<file path="src/hw/can_tx_order_defines.svh">
`ifndef CAN_TX_ORDER_DEFINES_SVH
`define CAN_TX_ORDER_DEFINES_SVH
`define NUM_DED_BUFS   4
`define NUM_Q_BUFS     4
`define NUM_BUFS       8
`define BUF_IDX_W      3
`define MSG_ID_W       11
`define FIFO_DEPTH     4
`define FIFO_PTR_W     2
`define Q_BASE         3'h4
`define MASK_ZERO      8'h00
`endif

</file>
<file path="src/hw/can_tx_order_pkg.sv">
package can_tx_order_pkg;
  `include "can_tx_order_defines.svh"
  typedef enum logic [1:0] {
    ARB_IDLE,
    ARB_PICK,
    ARB_BUSY
  } arb_state_e;
endpackage : can_tx_order_pkg

</file>
<file path="src/hw/can_tx_buffer_ordering.sv">
// Function
// - Same ID dedicated buffers pending at one pick: lowest number first
// - One mask write requests many buffers
// - Queue put index: lowest free slot
// - Queue order follows message ID, then slot number, at each pick; frames already in the output FIFO keep their order
`timescale 1ns/10ps
`default_nettype none
`include "can_tx_order_defines.svh"
module can_tx_buffer_ordering
  import can_tx_order_pkg::*;
(
  // Clock and reset
  input  wire logic                    ref_clk_i,
  input  wire logic                    sys_rst_i,
  // Add request, one bit per buffer
  input  wire logic                    tx_buffer_add_request_i,
  input  wire logic [`NUM_BUFS-1:0]    tx_buffer_add_mask_i,
  // Identifier held in each buffer, flattened
  input  wire logic [`NUM_BUFS*`MSG_ID_W-1:0] buf_msg_id_i,
  // Queue slot allocation
  input  wire logic                    queue_put_i,
  output logic      [`BUF_IDX_W-1:0]   queue_put_index_o,
  output logic                         queue_full_o,
  // Status
  output logic      [`NUM_BUFS-1:0]    pending_o,
  // Selected buffer toward the CAN engine
  output logic                         sel_valid_o,
  input  wire logic                    sel_ready_i,
  output logic      [`BUF_IDX_W-1:0]   sel_index_o
);
  // ==========================================================
  // Pending requests
  logic [`NUM_BUFS-1:0] pending;
  logic [`NUM_BUFS-1:0] queue_used;
  logic                 fifo_in_ready;
  logic [`BUF_IDX_W-1:0] win_idx;
  logic                 win_any;
  arb_state_e           state;
  wire                  launch = (state == ARB_PICK) && win_any && fifo_in_ready;
  wire [`NUM_BUFS-1:0]  add_bits = tx_buffer_add_request_i ? tx_buffer_add_mask_i : `MASK_ZERO;
  wire [`NUM_BUFS-1:0]  clr_bits = launch ? (`NUM_BUFS'(1) << win_idx) : `MASK_ZERO;
  wire [`NUM_BUFS-1:0]  next_pending = (pending & ~clr_bits) | add_bits;
  always_ff @(posedge ref_clk_i) begin
    if (sys_rst_i) pending <= `MASK_ZERO;
    else pending <= next_pending;
  end
  assign pending_o = pending;

  // ==========================================================
  // Arbitration: lowest ID, ties to lowest buffer number
  // Scan whole set each pick; new requests never jump a decided frame.
  logic [`MSG_ID_W-1:0]  best_id  [`NUM_BUFS+1];
  logic [`BUF_IDX_W-1:0] best_idx [`NUM_BUFS+1];
  logic                  best_vld [`NUM_BUFS+1];
  assign best_id[0]  = '1;
  assign best_idx[0] = '0;
  assign best_vld[0] = 1'b0;
  genvar g;
  generate
    for (g = 0; g < `NUM_BUFS; g++) begin : g_arb
      wire [`MSG_ID_W-1:0] id_g = buf_msg_id_i[g*`MSG_ID_W +: `MSG_ID_W];
      // Strict less keeps earlier buffer on equal ID
      wire take = pending[g] && (!best_vld[g] || (id_g < best_id[g]));
      assign best_id[g+1]  = take ? id_g : best_id[g];
      assign best_idx[g+1] = take ? `BUF_IDX_W'(g) : best_idx[g];
      assign best_vld[g+1] = best_vld[g] | take;
      // A lower pending buffer may never lose to an equal ID
      a_tie_order: assert property (
        @(posedge ref_clk_i) disable iff (sys_rst_i)
        launch && pending[g] && (`BUF_IDX_W'(g) < win_idx)
        |-> (id_g > best_id[`NUM_BUFS]))
        else $error("lower buffer lost arbitration");
    end
  endgenerate
  assign win_idx = best_idx[`NUM_BUFS];
  assign win_any = best_vld[`NUM_BUFS];

  always_ff @(posedge ref_clk_i) begin
    if (sys_rst_i) state <= ARB_IDLE;
    else begin
      case (state)
        ARB_IDLE: state <= ARB_PICK;
        ARB_PICK: if (launch) state <= ARB_BUSY;
        ARB_BUSY: state <= ARB_PICK;
        default:  state <= ARB_IDLE;
      endcase
    end
  end

  // ==========================================================
  // Queue put index: lowest free slot, not cyclic
  logic [`BUF_IDX_W-1:0] free_idx [`NUM_Q_BUFS+1];
  logic                  free_vld [`NUM_Q_BUFS+1];
  assign free_idx[`NUM_Q_BUFS] = '0;
  assign free_vld[`NUM_Q_BUFS] = 1'b0;
  generate
    for (g = 0; g < `NUM_Q_BUFS; g++) begin : g_free
      wire slot_free = !queue_used[`Q_BASE + g] && !pending[`Q_BASE + g];
      assign free_idx[g] = slot_free ? `BUF_IDX_W'(`Q_BASE + g) : free_idx[g+1];
      assign free_vld[g] = slot_free | free_vld[g+1];
      a_free_lower: assert property (
        @(posedge ref_clk_i) disable iff (sys_rst_i)
        slot_free |-> (free_idx[0] <= `BUF_IDX_W'(`Q_BASE + g)))
        else $error("put index above a free slot");
    end
  endgenerate
  assign queue_full_o = !free_vld[0];
  wire [`NUM_BUFS-1:0] put_bits = (queue_put_i && free_vld[0]) ? (`NUM_BUFS'(1) << free_idx[0]) : `MASK_ZERO;
  always_ff @(posedge ref_clk_i) begin
    if (sys_rst_i) queue_used <= `MASK_ZERO;
    else queue_used <= (queue_used | put_bits) & ~clr_bits;
  end
  always_ff @(posedge ref_clk_i) begin
    if (sys_rst_i) queue_put_index_o <= `Q_BASE;
    else queue_put_index_o <= free_idx[0];
  end

  // ==========================================================
  // Output buffering toward the engine
  tx_out_fifo #(
    .WIDTH (`BUF_IDX_W),
    .DEPTH (`FIFO_DEPTH)
  ) u_fifo (
    .ref_clk_i   (ref_clk_i),
    .sys_rst_i   (sys_rst_i),
    .in_valid_i  (launch),
    .in_ready_o  (fifo_in_ready),
    .in_data_i   (win_idx),
    .out_valid_o (sel_valid_o),
    .out_ready_i (sel_ready_i),
    .out_data_o  (sel_index_o)
  );

  // ==========================================================
  // Checks
  // Request bookkeeping
  a_launch_clears: assert property (
    @(posedge ref_clk_i) disable iff (sys_rst_i)
    launch && !add_bits[win_idx]
    |=> !pending[$past(win_idx)])
    else $error("launched buffer still pending");

  a_add_sets: assert property (
    @(posedge ref_clk_i) disable iff (sys_rst_i)
    tx_buffer_add_request_i
    |=> ((pending & $past(tx_buffer_add_mask_i)) == $past(tx_buffer_add_mask_i)))
    else $error("add request bits not pending");

  a_pend_hold: assert property (
    @(posedge ref_clk_i) disable iff (sys_rst_i)
    !tx_buffer_add_request_i && !launch
    |=> (pending == $past(pending)))
    else $error("pending bits moved without cause");

  // Arbitration outcome
  a_winner_pending: assert property (
    @(posedge ref_clk_i) disable iff (sys_rst_i)
    launch |-> pending[win_idx])
    else $error("winner not pending");

  a_lower_no_tie: assert property (
    @(posedge ref_clk_i) disable iff (sys_rst_i)
    launch && win_idx != 0
    |-> !(pending[0] && buf_msg_id_i[`MSG_ID_W-1:0] <= best_id[`NUM_BUFS]))
    else $error("lower buffer with same or lower id skipped");

  a_no_spurious: assert property (
    @(posedge ref_clk_i) disable iff (sys_rst_i)
    (pending == `MASK_ZERO) |-> !launch)
    else $error("launch without request");

  a_busy_gap: assert property (
    @(posedge ref_clk_i) disable iff (sys_rst_i)
    launch |=> state == ARB_BUSY ##1 state == ARB_PICK)
    else $error("pick spacing broken");

  // Engine side: a full FIFO must hold the arbiter back
  a_fifo_stall: assert property (
    @(posedge ref_clk_i) disable iff (sys_rst_i)
    !fifo_in_ready |-> !launch)
    else $error("launch while fifo full");

  a_sel_stands: assert property (
    @(posedge ref_clk_i) disable iff (sys_rst_i)
    sel_valid_o && !sel_ready_i
    |=> sel_valid_o && $stable(sel_index_o))
    else $error("chosen buffer dropped before accept");

  // Queue slot allocation
  a_put_lowest: assert property (
    @(posedge ref_clk_i) disable iff (sys_rst_i)
    !queue_full_o && !queue_used[`Q_BASE] && !pending[`Q_BASE]
    |-> free_idx[0] == `Q_BASE)
    else $error("put index not lowest free slot");

  a_put_takes: assert property (
    @(posedge ref_clk_i) disable iff (sys_rst_i)
    queue_put_i && !queue_full_o
    |=> queue_used[$past(free_idx[0])])
    else $error("put did not claim the free slot");

  a_full_refuse: assert property (
    @(posedge ref_clk_i) disable iff (sys_rst_i)
    queue_put_i && queue_full_o
    |=> ((queue_used & ~$past(queue_used)) == `MASK_ZERO))
    else $error("put accepted while queue full");

  // Reset leaves nothing pending and the put index on the first slot
  a_reset_state: assert property (
    @(posedge ref_clk_i)
    sys_rst_i
    |=> (pending == `MASK_ZERO) && !sel_valid_o && (queue_put_index_o == `Q_BASE))
    else $error("state not cleared by reset");

  c_group_add: cover property (
    @(posedge ref_clk_i) tx_buffer_add_request_i && $countones(tx_buffer_add_mask_i) > 1);
  c_launch: cover property (
    @(posedge ref_clk_i) launch ##2 launch);
  c_queue_full: cover property (
    @(posedge ref_clk_i) queue_full_o);
  c_fifo_full: cover property (
    @(posedge ref_clk_i) !fifo_in_ready);
  c_high_win: cover property (
    @(posedge ref_clk_i) launch && win_idx != 0 && pending[0]);
endmodule : can_tx_buffer_ordering
`default_nettype wire

</file>
<file path="src/hw/tx_out_fifo.sv">
`timescale 1ns/10ps
`default_nettype none
module tx_out_fifo #(
  parameter int WIDTH = 8,
  parameter int DEPTH = 4
) (
  // Clock and reset
  input  wire logic             ref_clk_i,
  input  wire logic             sys_rst_i,
  // Fill side
  input  wire logic             in_valid_i,
  output logic                  in_ready_o,
  input  wire logic [WIDTH-1:0] in_data_i,
  // Drain side
  output logic                  out_valid_o,
  input  wire logic             out_ready_i,
  output logic      [WIDTH-1:0] out_data_o
);
  localparam int PW = $clog2(DEPTH);
  logic [WIDTH-1:0] mem [DEPTH];
  logic [PW-1:0]    wr_ptr;
  logic [PW-1:0]    rd_ptr;
  logic [PW:0]      count;
  wire              do_wr = in_valid_i && in_ready_o;
  wire              do_rd = out_valid_o && out_ready_i;
  assign in_ready_o  = (count != (PW+1)'(DEPTH));
  assign out_valid_o = (count != '0);
  assign out_data_o  = mem[rd_ptr];
  always_ff @(posedge ref_clk_i) begin
    if (sys_rst_i) begin
      wr_ptr <= '0;
      rd_ptr <= '0;
      count  <= '0;
    end else begin
      if (do_wr) wr_ptr <= PW'((wr_ptr + 1'b1) % DEPTH);
      if (do_rd) rd_ptr <= PW'((rd_ptr + 1'b1) % DEPTH);
      count <= count + (PW+1)'(do_wr) - (PW+1)'(do_rd);
    end
  end
  always_ff @(posedge ref_clk_i) begin
    if (do_wr) mem[wr_ptr] <= in_data_i;
  end
endmodule : tx_out_fifo
`default_nettype wire

</file>
<file path="config.mk">
export PLATFORM = sky130hd
export DESIGN_NAME = can_tx_buffer_ordering
export DESIGN_NICKNAME = d
export VERILOG_FILES = /design/src/hw/can_tx_order_pkg.sv /design/src/hw/can_tx_buffer_ordering.sv /design/src/hw/tx_out_fifo.sv
export VERILOG_INCLUDE_DIRS = /design/src /design/src/hw
export SDC_FILE = /design/constraint.sdc
export NUM_CORES = 1
export LEC_CHECK = 0
export BUFFER_PORTS_ARGS = -buffer_cell sky130_fd_sc_hd__buf_2
export CAP_MARGIN = 30
export CORE_ASPECT_RATIO = 0.6
export CORE_MARGIN = 2
export CORE_UTILIZATION = 50
export CTS_BUF_LIST = sky130_fd_sc_hd__clkbuf_4 sky130_fd_sc_hd__clkbuf_8
export CTS_CLUSTER_SIZE = 12
export DETAILED_ROUTE_END_ITERATION = 7
export PLACE_DENSITY = 0.73
export SLEW_MARGIN = 20
export SYNTH_ARGS = -nofsm -noshare
export SYNTH_HDL_FRONTEND = slang
export SYNTH_HIERARCHICAL = 1
export SYNTH_SLANG_ARGS = --single-unit
</file>
<file path="constraint.sdc">
create_clock -name ref_clk_i -period 39 [get_ports ref_clk_i]
set_input_delay 1.95 -clock ref_clk_i [delete_from_list [all_inputs] [get_ports ref_clk_i]]
set_output_delay 1.95 -clock ref_clk_i [all_outputs]
set_load 0.02 [all_outputs]
</file>
Word-level counts from Yosys, hierarchy flattened
Memories as Yosys holds them, arrays and structs flattened. A register that Yosys moved wholly into a read port is not among the register bits.
Index checks and enable logic that the tools add are counted.
{"block": "op_classes", "n_eq_ne": 4, "add_sub_neg": 4, "order_cmp": 7, "div": 0, "reduce_logical": 42, "mul": 0, "shift": 2, "mux": 27, "n_bitwise": 15}
{"operator": "$lt A11 B11 Y1", "n": 7}
{"operator": "$mux W11", "n": 7}
{"operator": "$mux W3", "n": 8}
{"operator": "$mux W8", "n": 3}
{"operator": "$and A8 B8 Y8", "n": 2}
{"operator": "$logic_and A1 B1 Y1", "n": 16}
{"operator": "$logic_not A1 Y1", "n": 16}
{"operator": "$or A8 B8 Y8", "n": 2}
{"operator": "$shl A1 B3 Y8 const A", "n": 2}
{"operator": "$mux W2", "n": 5}
{"operator": "$or A1 B1 Y1", "n": 10}
{"operator": "$not A8 Y8", "n": 1}
{"operator": "$logic_or A1 B1 Y1", "n": 7}
{"operator": "$add A2 B1 Y2 const B", "n": 2}
{"operator": "$pmux W2 S2", "n": 1}
{"operator": "$add A3 B1 Y3", "n": 1}
{"operator": "$mux W1", "n": 3}
{"operator": "$ne A3 B3 Y1 const B", "n": 1}
{"operator": "$reduce_bool A3 Y1", "n": 1}
{"operator": "$sub A3 B1 Y3", "n": 1}
{"operator": "$eq A2 B1 Y1 const B", "n": 1}
{"operator": "$eq A2 B2 Y1 const B", "n": 1}
{"operator": "$logic_not A2 Y1", "n": 1}
{"operator": "$ne A2 B2 Y1 const B", "n": 1}
{"operator": "$reduce_or A2 Y1", "n": 1}
{"block": "totals", "mem_bits_rw": 12, "n_memories": 1, "mem_bits_ro": 0, "latch_bits": 0, "input_bits": 101, "register_bits": 28, "out_inout_bits": 16, "word_cells": 109}
{"memory": "u_fifo.mem", "words": 4, "width": 3, "rd": 1, "rd_clocked_by_memory_dff": 1, "write_ports": 1, "line": "tx_out_fifo.sv:20", "rtl": "logic [WIDTH-1:0] mem [DEPTH];"}

Longest topological paths before layout
{"block": "logic_depth", "depth_word": 35, "mapped_depth": 92, "ltp_nobuf": 83}

Hierarchy
Netlist, hierarchy kept.
{"mod": "can_tx_buffer_ordering", "instances": 1, "cells_per_inst": 591, "area_each_um2": 4302.9, "seq_area_each_um2": 340.3}
{"mod": "tx_out_fifo", "instances": 1, "cells_per_inst": 64, "area_each_um2": 920.9, "seq_area_each_um2": 540.5}

Worst setup path before layout
OpenSTA, ideal clock, no wires.
{"block": "synth_path", "path_type": "input to register", "start": "input buf_msg_id_i[4]", "end": "register pending[7] (netlist: pending_o[7])", "arrival_time_ns": 17.298, "setup_ns": 0.117, "n_path_buf": 6, "slack_ns": 21.585, "cell_stages": 85, "required_time_ns": 38.883, "cell_sequence": "nor2b_1 -> ha_1 -> a211oi_1 -> a221o_1 -> o21ai_0 -> o21ai_0 -> clkbuf_1 -> nand2_1 -> o21ai_0 -> inv_1 -> ha_1 -> a211oi_1 -> nor3_1 -> a221o_1 -> a31o_2 -> nor3_2 -> a31oi_1 -> inv_1 -> (+49 left out) -> a211oi_4 -> o31ai_4 -> mux2_2 -> ha_1 -> a21oi_1 -> nor2b_1 -> o21ai_0 -> nand2b_1 -> a21oi_1 -> nor2b_1 -> o21ai_0 -> nand2b_1 -> a221oi_1 -> o21ai_0 -> a31oi_1 -> buf_2 -> a21oi_1 -> a22o_1"}
{"block": "synth_between", "elab_chain_cells": 35, "word_cells_on_any_way": 55, "classes_between": "order compare (7); shift (1); mux (15); bitwise (10); reduce/logical (22)"}
{"item": "start: declaration", "line": "can_tx_buffer_ordering.sv:19", "rtl": "input wire logic [`NUM_BUFS*`MSG_ID_W-1:0] buf_msg_id_i,"}
{"item": "$mux W11 (*)", "line": "can_tx_buffer_ordering.sv:64", "rtl": "assign best_id[g+1] = take ? id_g : best_id[g];"}
{"item": "$lt A11 B11 Y1", "line": "can_tx_buffer_ordering.sv:63", "rtl": "wire take = pending[g] && (!best_vld[g] || (id_g < best_id[g]));"}
{"item": "$logic_or A1 B1 Y1", "line": "can_tx_buffer_ordering.sv:63"}
{"item": "$logic_and A1 B1 Y1", "line": "can_tx_buffer_ordering.sv:63"}
{"item": "$mux W11 or $or A1 B1 Y1 (tied branches)", "line": "can_tx_buffer_ordering.sv:64, can_tx_buffer_ordering.sv:66"}
{"item": "$lt A11 B11 Y1 or $logic_not A1 Y1 (tied branches)", "line": "can_tx_buffer_ordering.sv:63"}
{"item": "$logic_or A1 B1 Y1", "line": "can_tx_buffer_ordering.sv:63"}
{"item": "$logic_and A1 B1 Y1", "line": "can_tx_buffer_ordering.sv:63"}
{"item": "(+18 left out)"}
{"item": "$logic_or A1 B1 Y1", "line": "can_tx_buffer_ordering.sv:63"}
{"item": "$logic_and A1 B1 Y1", "line": "can_tx_buffer_ordering.sv:63"}
{"item": "$or A1 B1 Y1", "line": "can_tx_buffer_ordering.sv:66", "rtl": "assign best_vld[g+1] = best_vld[g] | take;"}
{"item": "$logic_and A1 B1 Y1 (2 in a row)", "line": "can_tx_buffer_ordering.sv:39", "rtl": "wire launch = (state == ARB_PICK) && win_any && fifo_in_ready;"}
{"item": "$mux W8 (no line) (*)"}
{"item": "$not A8 Y8 (*)", "line": "can_tx_buffer_ordering.sv:42", "rtl": "wire [`NUM_BUFS-1:0] next_pending = (pending & ~clr_bits) | add_bits;"}
{"item": "$and A8 B8 Y8 (*)", "line": "can_tx_buffer_ordering.sv:42"}
{"item": "$or A8 B8 Y8 (*)", "line": "can_tx_buffer_ordering.sv:42"}
{"item": "end signal: assignment", "line": "can_tx_buffer_ordering.sv:44", "rtl": "if (sys_rst_i) pending <= `MASK_ZERO;"}
{"item": "end signal: assignment", "line": "can_tx_buffer_ordering.sv:45", "rtl": "else pending <= next_pending;"}
{"item": "end: declaration", "line": "can_tx_buffer_ordering.sv:33", "rtl": "logic [`NUM_BUFS-1:0] pending;"}
Every way passes the cells marked *; elsewhere a longest branch is shown, timed or not.
A chain may end at the register's enable or synchronous reset.

==> impl_metrics.ini <==
[clock_tree]
path_clk_slew_ps = 70
cts_resized = 0
htree_levels = 2
cts_tree = built
cts_hold_buffers = 0
cts_buffers = 5
clkSinkCount = 38
root_buffer = clkbuf_8
clock_path_buffers = 2
cts_setup_buffers = 0
clk_latency_ps = 290

[power_and_ir_drop]
vdd_ir_drop_max_mv = 0.02995
net-switching-power_uw = 102.8
power_density_nw_per_um2 = 39.79
swShare = 0.4269
power.leakage_nw = 2.924
p_seq_frac = 0.229
p_clk_frac = 0.168
power.internal_uw = 138.0
power_frac_comb = 0.603

[floorplan]
start_util = 0.5214
die_area_um2 = 11310
core_area_um2 = 10020
die_y_um = 83.18
die_w_um = 136.0
row_count = 28
io-pin-count = 117

[critical_path]
cp_top_family = compound AO/OA/AOI/OAI gates
worst_setup_path_end_kind = flip-flop
startpoint_type = input pin
slowest_stage = a41oi_2
critPathBufInv = 11
critical_path.max_stage_delay_ps = 720
path_class = input pin to flip-flop
required_ps = 39040
arrival_ps = 20860
critical_path_peak_fanout = 22

[synth]
syn_avg_cell_area_um2 = 7.975
synth_top_area_share = 0.1701
syn_area_um2 = 5224
yosysMostFrequentCell = ha_1
synth.ff_latch_count = 38
yosysTopAreaCell = ha_1
synth_cells = 655
synth_edf_count = 12
seq_area_frac_synth = 0.1686
syn_nets = 828
synth_area_leaders = ha_1 (17%), dfxtp_1 (10%), edfxtp_1 (6.9%), inv_1 (4.7%), mux2_2 (4.3%)
ys_top_cells_by_count = ha_1 (71), inv_1 (66), nor2_1 (52)
synthArstFlopShare = 0
synthFlopType = dfxtp_1
yosysWarnings = 6
yosysUniqueCellTypes = 88

[timing]
fmax_mhz = 48.04
relSlewSlack = 0.3817
finalMaxSlewViolations = 0
fin_crit_sh = 0.5337
finalSetupViolCount = 0
finalSetupTns_ps = 0
skew_ps = 8.792
finalHoldViolations = 0
rsz0062_at_grt = false
tightest_slew_ps = 923.1
fin_crit_ps = 20820

[grt]
grt_max_degree = 25
grt_overflow_total = 0
grt_use_total = 0.2675
grt_pass1_wl_um = 24850
grt_pass1_vias = 5157
grt_antenna_before_repair = 0

[placed_design]
routabilityCongestion = 1.026
dp_hpwl_um = 12830
place_area_um2 = 5907
numPortBuffers = 116

[drt]
wl_per_cell_um = 16.83
drc = 0
dr.pass1.iters = 5
drt_iter0_drc = 395
vias_per_cell = 6.010
drt-total-wl_um = 15130
vias = 5403
drtAntennaViolNets = 0

[finish]
n_antenna_cell = 0
drive_above_1_share = 0.2382
postLayoutCoreUtil = 0.6041
nets = 936
area_delta_synth_final_pct = 15.88
stdcell_area_um2 = 6053

[job]
cap_violations = 0

[hold_path]
hold_path_class = flip-flop to flip-flop

[run_status]
status = finished clean
-- state kept, by name, indices dropped and copies added (netlist names), named ones only --
register	cells
u_fifo/mem	12
pending_o	8
u_fifo/rd_ptr	2
u_fifo/wr_ptr	2
u_fifo/count	3
queue_used	4
state	2
queue_put_index_o	3
-- cells by family after synthesis --
kind of cell | synth area share
compound gates | 0.2850
xor+xnor | 0.01150
buf+inv | 0.06587
flops | 0.1686
mux | 0.08407
simple gates | 0.2110
fa+ha+maj | 0.1739
-- per-stage QoR --
step                      power, mW  std cells  hold slack [ps]  setup WS (ps)
after floorplan              0.1598        655            422.8          21590
after global placement       0.1927        888            430.8          18350
after detailed placement     0.1972        890            445.6          18270
after CTS                    0.2390        898            458.5          18500
after global routing         0.2618        899            474.7          16710
final                        0.2408        899            453.4          18180
-- metal layers --
| layer | up-vias | part of all wire | track usage |
|---|---|---|---|
| met5 | - | 0 | 0 |
| met4 | 0 | 0.016 | 0.05682 |
| met3 | 27 | 0.10 | 0.07082 |
| met2 | 286 | 0.40 | 0.3930 |
| met1 | 2464 | 0.48 | 0.3901 |
| li1 | 2626 | - | - |
-- path summary, 6_finish.rpt --
kind	to	start	slack (ps)	depth (start not counted)
min reg2reg	state[0]$_SDFFE_PP0P_	state[0]$_SDFFE_PP0P_	450	1
max	u_fifo/mem[2][0]$_DFFE_PP_	buf_msg_id_i[4]	18180	84
max reg2reg	u_fifo/mem[2][0]$_DFFE_PP_	pending_o[0]$_SDFF_PP0_	19250	83
min	state[0]$_SDFFE_PP0P_	state[0]$_SDFFE_PP0P_	450	1
-- cell type report --
cell class | instances | area, um2
Multi-Input combinational cell | 531 | 3999
Tap cell | 135 | 168.9
Timing Repair Buffer | 121 | 614.3
Inverter | 66 | 247.7
Sequential cell | 38 | 880.8
Clock inverter | 2 | 60.06
Fill cell | 922 | 3966
Clock buffer | 6 | 82.58
-- power by group through the flow --
| stage | logic (mW) | clock network (mW) | registers, mW |
|---|---|---|---|
| after floorplan | 0.106 | 0 | 0.0543 |
| after global placement | 0.137 | 0 | 0.0556 |
| after detailed placement | 0.141 | 0 | 0.0559 |
| after CTS | 0.142 | 0.0415 | 0.0551 |
| after global routing | 0.163 | 0.0431 | 0.0562 |
| final | 0.145 | 0.0405 | 0.0551 |
-- cell usage in the layout (no fill, tap or decap), types with 5 or more instances in the layout --
master | netlist | routed
buf_2 | 2 | 116
ha_1 | 71 | 71
inv_1 | 66 | 66
nor2_1 | 52 | 52
nand2_1 | 47 | 47
o21ai_0 | 41 | 40
a21oi_1 | 40 | 40
dfxtp_1 | 26 | 26
mux2_2 | 20 | 20
nor2b_1 | 18 | 18
nor3_1 | 18 | 18
nand3_1 | 16 | 16
a21o_1 | 16 | 16
nand2b_1 | 13 | 13
mux2i_1 | 12 | 12
edfxtp_1 | 12 | 12
o21a_1 | 11 | 11
and2_1 | 11 | 11
a211oi_1 | 8 | 8
or3_1 | 7 | 7
nand4_1 | 6 | 6
o22ai_1 | 6 | 6
clkbuf_8 | 0 | 6
o21ai_1 | 4 | 5
or2_2 | 5 | 5
Note: power is estimated with default switching activity, not from simulation.
